$ cat src/include/gdr_pkg.sv
/*
 Shared constants for the gas detector status register bank and its
 polling controller: register numbers, status bit positions, scaling
 and the controller's own register map.
 Assumes both ends run on one 20 MHz clock with a synchronous reset.
*/
`default_nettype none

package gdr_pkg;
    localparam int DATA_W = 16;
    localparam int ADDR_W = 16;
    localparam int FCODE_W = 8;

    // Function code for reading holding registers
    localparam logic [7:0] FC_READ_HOLDING = 8'h03;

    // Holding register numbers
    localparam logic [15:0] REG_STATUS = 16'h9c41;
    localparam logic [15:0] REG_UNUSED_A = 16'h9c42;
    localparam logic [15:0] REG_CONC = 16'h9c43;
    localparam logic [15:0] REG_UNUSED_B = 16'h9c44;
    localparam logic [15:0] REG_SAMPLES = 16'h9c45;

    // Status word bit positions
    localparam int BIT_WARN1 = 0;
    localparam int BIT_WARN2 = 1;
    localparam int BIT_ALARM = 2;
    localparam int BIT_CRIT = 3;
    localparam int BIT_NONCRIT = 4;
    localparam int BIT_COARSE = 5;
    localparam int BIT_OVERLOAD = 6;
    localparam int BIT_LOCK = 7;
    localparam int BIT_CALIB = 8;
    localparam int BIT_TEST = 9;
    localparam int BIT_WARMUP = 10;

    // Concentration scaling and sample counter span
    localparam logic [15:0] CONC_FULL_SCALE = 16'h03e8;
    localparam logic [15:0] SAMPLE_MAX = 16'hff49;
    localparam logic [15:0] RESET_WORD = 16'h0000;

    // Controller register map, byte addresses
    localparam logic [3:0] CTL_CMD = 4'h0;
    localparam logic [3:0] CTL_ADDR = 4'h4;
    localparam logic [3:0] CTL_RDATA = 4'h8;
    localparam logic [3:0] CTL_STAT = 4'hc;
    localparam int CMD_POLL = 0;
    localparam int CMD_UNLOCK = 1;
    localparam int STAT_BUSY = 0;
    localparam int STAT_EXC = 1;
    localparam logic [31:0] UNMAPPED_WORD = 32'h00000000;
endpackage : gdr_pkg

`default_nettype wire

$ cat src/include/gdr_link_if.sv
/*
 Link between the polling controller and the detector register bank.
 Assumes both ends share one clock; the bench joins the two modports.
*/
`timescale 1ns/10ps
`default_nettype none

interface gdr_link_if;
    import gdr_pkg::*;
    logic req;
    logic [FCODE_W-1:0] fcode;
    logic [ADDR_W-1:0] addr;
    logic ack;
    logic exc;
    logic [DATA_W-1:0] rdata;
    logic unlock;

    modport dev (input req, input fcode, input addr, input unlock,
                 output ack, output exc, output rdata);
    modport ctl (output req, output fcode, output addr, output unlock,
                 input ack, input exc, input rdata);
endinterface : gdr_link_if

`default_nettype wire

$ cat src/hw/gdr_detector.sv
/*
 Detector end: holding register bank with status flags, reported
 concentration, sample counter and the sensor overload lock.
 Assumes measurement inputs come from logic on CORE_CLK, and that the
 controller holds a request on the link until it sees ack.
*/
// Chosen here: register access over the controller link, with a function code.
`timescale 1ns/10ps
`default_nettype none

module gdr_detector
    import gdr_pkg::*;
(
    // Clock, reset, enable
    input wire logic CORE_CLK,
    input wire logic RST,
    input wire logic CE,
    // Link to the controller
    gdr_link_if.dev LINK,
    // Measurement from the sensor front end
    input wire logic MEAS_VALID,
    input wire logic [gdr_pkg::DATA_W-1:0] MEAS_CONC,
    input wire logic COARSE_RANGE,
    // Threshold levels, same scale as the concentration
    input wire logic [gdr_pkg::DATA_W-1:0] WARN1_LEVEL,
    input wire logic [gdr_pkg::DATA_W-1:0] WARN2_LEVEL,
    input wire logic [gdr_pkg::DATA_W-1:0] ALARM_LEVEL,
    // Detector conditions
    input wire logic CRIT_FAIL,
    input wire logic NONCRIT_FAIL,
    input wire logic CALIB_MODE,
    input wire logic TEST_MODE,
    input wire logic WARM_UP,
    input wire logic INHIBIT,
    // Sensor and display
    output logic SENSOR_ON,
    output logic DISPLAY_LOCK,
    output logic [gdr_pkg::DATA_W-1:0] READING
);
    import gdr_pkg::*;

    logic lock_ff;
    logic nxt_lock;
    logic [DATA_W-1:0] conc_ff;
    logic [DATA_W-1:0] samples_ff;
    logic [DATA_W-1:0] nxt_samples;
    logic thr_ff [3];
    logic overload_ff;
    logic ack_ff;
    logic exc_ff;
    logic [DATA_W-1:0] rdata_ff;
    logic [DATA_W-1:0] status_word;
    logic [DATA_W-1:0] levels [3];
    logic meas_take;
    logic over_range;
    logic lock_shown;

    assign levels[0] = WARN1_LEVEL;
    assign levels[1] = WARN2_LEVEL;
    assign levels[2] = ALARM_LEVEL;

    // While locked the sensor is off, so no fresh sample is accepted
    assign meas_take = MEAS_VALID && !lock_ff;
    assign over_range = MEAS_CONC > CONC_FULL_SCALE;

    // Inhibit hides the lock without stopping it
    assign lock_shown = lock_ff && !INHIBIT;

    // Lock: entry beats a same-cycle remove-lock, reset always clears
    always_comb begin
        nxt_lock = lock_ff;
        if (LINK.unlock) begin
            nxt_lock = 1'b0;
        end
        if (meas_take && over_range) begin
            nxt_lock = 1'b1;
        end
    end

    always_ff @(posedge CORE_CLK) begin
        if (RST) begin
            lock_ff <= 1'b0;
        end else if (CE) begin
            lock_ff <= nxt_lock;
        end
    end

    // The over-range sample is not stored: the last good one is kept
    always_ff @(posedge CORE_CLK) begin
        if (RST) begin
            conc_ff <= RESET_WORD;
        end else if (CE && meas_take && !over_range) begin
            conc_ff <= MEAS_CONC;
        end
    end

    always_ff @(posedge CORE_CLK) begin
        if (RST) begin
            overload_ff <= 1'b0;
        end else if (CE && meas_take) begin
            overload_ff <= over_range;
        end
    end

    // Sample counter with wrap past its top value
    always_comb begin
        if (samples_ff == SAMPLE_MAX) begin
            nxt_samples = RESET_WORD;
        end else begin
            nxt_samples = samples_ff + 16'h0001;
        end
    end

    always_ff @(posedge CORE_CLK) begin
        if (RST) begin
            samples_ff <= RESET_WORD;
        end else if (CE && meas_take) begin
            samples_ff <= nxt_samples;
        end
    end

    // Threshold flags follow each accepted sample
    genvar gi;
    generate
        for (gi = 0; gi < 3; gi++) begin : g_thr
            always_ff @(posedge CORE_CLK) begin
                if (RST) begin
                    thr_ff[gi] <= 1'b0;
                end else if (CE && meas_take) begin
                    thr_ff[gi] <= MEAS_CONC >= levels[gi];
                end
            end
        end
    endgenerate

    always_comb begin
        status_word = RESET_WORD;
        status_word[BIT_WARN1] = thr_ff[0];
        status_word[BIT_WARN2] = thr_ff[1];
        status_word[BIT_ALARM] = thr_ff[2];
        status_word[BIT_CRIT] = CRIT_FAIL;
        status_word[BIT_NONCRIT] = NONCRIT_FAIL;
        status_word[BIT_COARSE] = COARSE_RANGE;
        status_word[BIT_OVERLOAD] = overload_ff;
        status_word[BIT_LOCK] = lock_shown;
        status_word[BIT_CALIB] = CALIB_MODE;
        status_word[BIT_TEST] = TEST_MODE;
        status_word[BIT_WARMUP] = WARM_UP;
    end

    // One ack per held request; the gap cycle stops a double answer
    always_ff @(posedge CORE_CLK) begin
        if (RST) begin
            ack_ff <= 1'b0;
        end else if (CE) begin
            ack_ff <= LINK.req && !ack_ff;
        end
    end

    // Register decode; anything but a holding read is refused
    always_ff @(posedge CORE_CLK) begin
        if (RST) begin
            rdata_ff <= RESET_WORD;
            exc_ff <= 1'b0;
        end else if (CE && LINK.req && !ack_ff) begin
            exc_ff <= 1'b0;
            rdata_ff <= RESET_WORD;
            if (LINK.fcode != FC_READ_HOLDING) begin
                exc_ff <= 1'b1;
            end else begin
                case (LINK.addr)
                    REG_STATUS: begin
                        rdata_ff <= status_word;
                    end
                    REG_CONC: begin
                        rdata_ff <= conc_ff;
                    end
                    REG_SAMPLES: begin
                        rdata_ff <= samples_ff;
                    end
                    REG_UNUSED_A, REG_UNUSED_B: begin
                        rdata_ff <= RESET_WORD;
                    end
                    default: begin
                        exc_ff <= 1'b1;
                    end
                endcase
            end
        end
    end

    assign LINK.ack = ack_ff;
    assign LINK.exc = exc_ff;
    assign LINK.rdata = rdata_ff;

    // Sensor power and display driven from flops
    always_ff @(posedge CORE_CLK) begin
        if (RST) begin
            SENSOR_ON <= 1'b1;
            DISPLAY_LOCK <= 1'b0;
            READING <= RESET_WORD;
        end else if (CE) begin
            SENSOR_ON <= !nxt_lock;
            DISPLAY_LOCK <= nxt_lock && !INHIBIT;
            READING <= conc_ff;
        end
    end

endmodule // gdr_detector

`default_nettype wire

$ cat src/flat_wrapper.sv
// flat-port wrapper written by rule: the top's interface ports become plain ports
module gdr_detector_flat import gdr_pkg::*;
  (CORE_CLK, RST, CE, MEAS_VALID, MEAS_CONC, COARSE_RANGE, WARN1_LEVEL, WARN2_LEVEL, ALARM_LEVEL, CRIT_FAIL, NONCRIT_FAIL, CALIB_MODE, TEST_MODE, WARM_UP, INHIBIT, SENSOR_ON, DISPLAY_LOCK, READING, LINK_req, LINK_fcode, LINK_addr, LINK_unlock, LINK_ack, LINK_exc, LINK_rdata);
  gdr_link_if LINK_i ();
  input wire logic CORE_CLK;
  input wire logic RST;
  input wire logic CE;
  input wire logic MEAS_VALID;
  input wire logic [gdr_pkg::DATA_W-1:0] MEAS_CONC;
  input wire logic COARSE_RANGE;
  input wire logic [gdr_pkg::DATA_W-1:0] WARN1_LEVEL;
  input wire logic [gdr_pkg::DATA_W-1:0] WARN2_LEVEL;
  input wire logic [gdr_pkg::DATA_W-1:0] ALARM_LEVEL;
  input wire logic CRIT_FAIL;
  input wire logic NONCRIT_FAIL;
  input wire logic CALIB_MODE;
  input wire logic TEST_MODE;
  input wire logic WARM_UP;
  input wire logic INHIBIT;
  output logic SENSOR_ON;
  output logic DISPLAY_LOCK;
  output logic [gdr_pkg::DATA_W-1:0] READING;
  input wire logic [$bits(LINK_i.req)-1:0] LINK_req;
  input wire logic [$bits(LINK_i.fcode)-1:0] LINK_fcode;
  input wire logic [$bits(LINK_i.addr)-1:0] LINK_addr;
  input wire logic [$bits(LINK_i.unlock)-1:0] LINK_unlock;
  output wire logic [$bits(LINK_i.ack)-1:0] LINK_ack;
  output wire logic [$bits(LINK_i.exc)-1:0] LINK_exc;
  output wire logic [$bits(LINK_i.rdata)-1:0] LINK_rdata;
  assign LINK_i.req = LINK_req;
  assign LINK_i.fcode = LINK_fcode;
  assign LINK_i.addr = LINK_addr;
  assign LINK_i.unlock = LINK_unlock;
  assign LINK_ack = LINK_i.ack;
  assign LINK_exc = LINK_i.exc;
  assign LINK_rdata = LINK_i.rdata;
  gdr_detector u_core (.CORE_CLK(CORE_CLK), .RST(RST), .CE(CE), .LINK(LINK_i), .MEAS_VALID(MEAS_VALID), .MEAS_CONC(MEAS_CONC), .COARSE_RANGE(COARSE_RANGE), .WARN1_LEVEL(WARN1_LEVEL), .WARN2_LEVEL(WARN2_LEVEL), .ALARM_LEVEL(ALARM_LEVEL), .CRIT_FAIL(CRIT_FAIL), .NONCRIT_FAIL(NONCRIT_FAIL), .CALIB_MODE(CALIB_MODE), .TEST_MODE(TEST_MODE), .WARM_UP(WARM_UP), .INHIBIT(INHIBIT), .SENSOR_ON(SENSOR_ON), .DISPLAY_LOCK(DISPLAY_LOCK), .READING(READING));
endmodule
$ cat config.mk
export PLATFORM = sky130hd
export DESIGN_NAME = gdr_detector_flat
export DESIGN_NICKNAME = d
export VERILOG_FILES = /design/src/include/gdr_pkg.sv /design/src/include/gdr_link_if.sv /design/src/hw/gdr_detector.sv /design/src/flat_wrapper.sv
export SDC_FILE = /design/constraint.sdc
export NUM_CORES = 1
export LEC_CHECK = 0
export BUFFER_PORTS_ARGS = -buffer_cell sky130_fd_sc_hd__buf_2
export CELL_PAD_IN_SITES_DETAIL_PLACEMENT = 1
export CELL_PAD_IN_SITES_GLOBAL_PLACEMENT = 2
export CORE_ASPECT_RATIO = 1.25
export CORE_MARGIN = 1
export CORE_UTILIZATION = 29
export CTS_BUF_LIST = sky130_fd_sc_hd__clkbuf_16
export DETAILED_ROUTE_END_ITERATION = 10
export GPL_ROUTABILITY_DRIVEN = 0
export GPL_TIMING_DRIVEN = 0
export PLACE_DENSITY_LB_ADDON = 0.1
export SLEW_MARGIN = 20
export SYNTH_ARGS = -nofsm -noshare
export SYNTH_HDL_FRONTEND = slang
export SYNTH_SLANG_ARGS = --single-unit
$ cat constraint.sdc
create_clock -name CORE_CLK -period 2.2 [get_ports CORE_CLK]
set_input_delay 0.55 -clock CORE_CLK [delete_from_list [all_inputs] [get_ports CORE_CLK]]
set_output_delay 0.55 -clock CORE_CLK [all_outputs]
set_load 0.02 [all_outputs]
==> results.toml <==
[critical_path]
cp-end-kind = "register"
crit_chain = "buf_2, ha_1, a2111o_1, o221ai_1, a21oi_1, o31a_1"
worstSetupPathType = "in -> reg"
slowest_delay_ps = 410
path_buf_inv = 1
critical_path_arrival_ps = 2110
r2r_cells = 6
critical-path-top-delay-family = "compound AO/OA/AOI/OAI gates"
cp_max_fo = 5
cpMaxStageDelayCell = "a2111o_1"
cp_num_cells = 6
cp_data_required_time_ps = 2270
start_kind = "input pin"

[global_route]
antenna_found_initial = 0
grt-ovfl-total = 0
grt.total_usage_pct = 18.4
grt_first_pass_wirelength_um = 20600
grt_max_degree = 13
grt_pass1_vias = 4136

[cts]
root_buffer = "clkbuf_16"
cts_hold_buf = 0
cts.htree.levels = 3
cts_tree = "built"
clock-sinks = 73
postCtsSetupBuffers = 0
clk_path_buf_depth = 2
cts.clk_slew.worst_paths_ps = 60
clkLatencyLatePin_ps = 340
cts_buffers = 9

[synthesis]
synthFlopType = "dfxtp_1"
postSynth.asyncResetShare_pct = 0
synth_nets = 642
netlist_area_um2 = 4220
synth-seq-cells = 73
synth_edf_count = 3
ys_warn_count = 0
ys_types = 55
postSynthCellCount = 491
yosysSeqAreaShare_pct = 35.3
syn_area_per_cell_um2 = 8.60

[routing]
wl_per_cell_um = 15.6
drt_wl_total_um = 12700
vias = 3910
drc = 0
viasPerCell = 4.80
ant_nets = 0
drt_first_pass_iters = 4
drt_iter0_markers = 113

[sta]
final_hold_viol_count = 0
fmax_ghz = 0.492
grt_setup_unrepaired = "false"
setup_viol = 0
min_period_ps = 2030
maxSlewViolCount = 0
finalCritPeriodShare_pct = 92.4
slew_headroom_pct = 62.7
finClkSkew_ps = 8.63
worst_pin_slew_ps = 554

[pwr]
ir_drop_uv = 386
power_mw = 3.09
p_leak_nw = 2.61
cellPowerDensity_nw_per_um2 = 575

[worst_hold_path]
hold_depth = 2
hold_class = "reg -> reg"

[finish]
nFillCells = 1705
layout.nets = 787
final_util_pct = 38.4
layout-drive-gt1-share_pct = 25.8
final_area_um2 = 5380
syn2layout_area_growth_pct = 27.4
antennaDiodeCount = 0

[die]
die_h_um = 137
die-area_um2 = 15000
core_area_um2 = 14000
die_w_um = 110
std_cell_rows = 48
pin_count = 137
start_util_pct = 30.2

[status]
status = "finished clean"

[placement]
place_area_um2 = 5110
io_buffers = 134
hpwl_um = 10700

[job]
drv_cap = 0
report_power, final:
part | switching [mW] | leakage [nW] | internal (mW) | total [mW]
sequential | 0.0107 | 0.597 | 1.35 | 1.36
combinational | 0.237 | 1.89 | 0.196 | 0.433
clock | 0.555 | 0.122 | 0.748 | 1.30
total | 0.803 | 2.61 | 2.29 | 3.09
kinds of logic (layout without fill, tap and decap cells):
| logic type | after synthesis | after routing | synth area share (%) |
|---|---|---|---|
| adders and majority gates | 50 | 50 | 14.8 |
| and+or+nand+nor | 166 | 166 | 19.4 |
| buffers and inverters | 65 | 214 | 6.25 |
| xor gates and xnor gates | 13 | 13 | 2.70 |
| muxes | 36 | 36 | 8.54 |
| DFF | 73 | 73 | 35.3 |
| AOI/OAI and AO/OA | 88 | 88 | 12.9 |
synthesized netlist by cell type, types with 2 or more instances:
cell type,instances,area (um2)
dfxtp_1,70,1400
nor2_1,69,259
ha_1,50,626
inv_1,47,176
nand2_1,37,139
mux2i_1,36,360
a21oi_1,34,170
o21ai_0,12,60.1
clkbuf_1,10,37.5
nand4_1,10,62.6
o21ai_1,10,50.1
xor2_1,9,78.8
nand3_1,7,35.0
and2_1,6,37.5
a22oi_1,5,37.5
a21o_1,4,30.0
nand2b_1,4,25.0
nor2b_1,4,25.0
o21a_1,4,30.0
xnor2_1,4,35.0
a211oi_1,3,22.5
and3_1,3,18.8
buf_2,3,15.0
edfxtp_1,3,90.1
nor3_1,3,15.0
nor4_1,3,18.8
o31a_1,3,26.3
a2111o_1,2,22.5
a2111oi_0,2,17.5
and3b_1,2,17.5
buf_4,2,15.0
nor3b_1,2,15.0
nor4b_1,2,17.5
o211ai_1,2,15.0
o221ai_1,2,17.5
or2_2,2,12.5
or3_1,2,12.5
through the flow:
step | worst slack [ps] | hold slack, ps | cells | setup TNS [ps]
after global routing | 27.4 | 468 | 815 | 0
after detailed placement | -297 | 441 | 800 | -1160
after CTS | 50.8 | 449 | 815 | 0
final | 166 | 446 | 815 | 0
after global placement | -296 | 434 | 800 | -1270
after floorplan | 234 | 440 | 491 | 0
flip-flops by register name (all words and copies together), names as in the netlist:
name and cells:
u_core.thr_ff 3, u_core.READING 16, u_core.LINK.ack 1, u_core.overload_ff 1
u_core.LINK.rdata 16, u_core.LINK.exc 1, u_core.DISPLAY_LOCK 1, u_core.samples_ff 16
u_core.conc_ff 16, u_core.lock_ff 1, u_core.SENSOR_ON 1
layer usage:
metal,wire length [um],share of wire [%],global-route usage [%],vias to the layer above
met5,0,0,0,-
met1,5180,41,20.4,1818
met4,206,1.6,7.19,0
li1,-,-,-,1994
met3,527,4.1,3.38,11
met2,6810,54,34.1,87
worst min-delay path, cell delays in order, from the launching register on:
cell and delay [ps]:
dfxtp_1 310, nand2_1 50, o21ai_1 50
layout by cell type (no fill, tap or decap), types with 3 or more instances in the layout:
cell       synthesis  routed
o21ai_1           10      10
nor3_1             3       3
xnor2_1            4       4
o31a_1             3       3
inv_1             47      47
mux2i_1           36      36
nand4_1           10      10
o21ai_0           12      12
and2_1             6       6
clkbuf_16          0       9
xor2_1             9       9
a22oi_1            5       5
buf_2              3     137
a21o_1             4       4
a211oi_1           3       3
nor2b_1            4       4
dfxtp_1           70      70
edfxtp_1           3       3
clkbuf_1          10      10
nand2_1           37      37
nor4_1             3       3
a21oi_1           34      34
nor2_1            69      69
and3_1             3       3
nand3_1            7       7
ha_1              50      50
o21a_1             4       4
nand2b_1           4       4
path summary, 6_finish.rpt:
kind / startpoint / endpoint / slack (ps)
worst min-delay path: u_core.LINK.rdata[10] / u_core.LINK.rdata[10] / 450
worst max-delay path: MEAS_CONC[3] / u_core.thr_ff[1] / 170
worst max register to register: u_core.samples_ff[0] / u_core.samples_ff[6] / 240
worst min register to register: u_core.LINK.rdata[10] / u_core.LINK.rdata[10] / 450
cell type report:
class                      instances  area, um2  share of cell area [%]
tap                              175        219                    4.07
inverter                          47        176                    3.28
clock inverter                     6       36.3                   0.675
buffer                            18       87.6                    1.63
clock buffer                       9        225                    4.19
timing repair buffer             134        671                    12.5
sequential                        73       1490                    27.7
multi-input combinational        353       2470                    46.0
what timing repair did:
action,4_1_cts,5_1_grt
gates resized for setup,0,2
endpoints found under the setup margin,0,1
hold endpoints to repair,0,0
(Power assumes the default switching activity.)
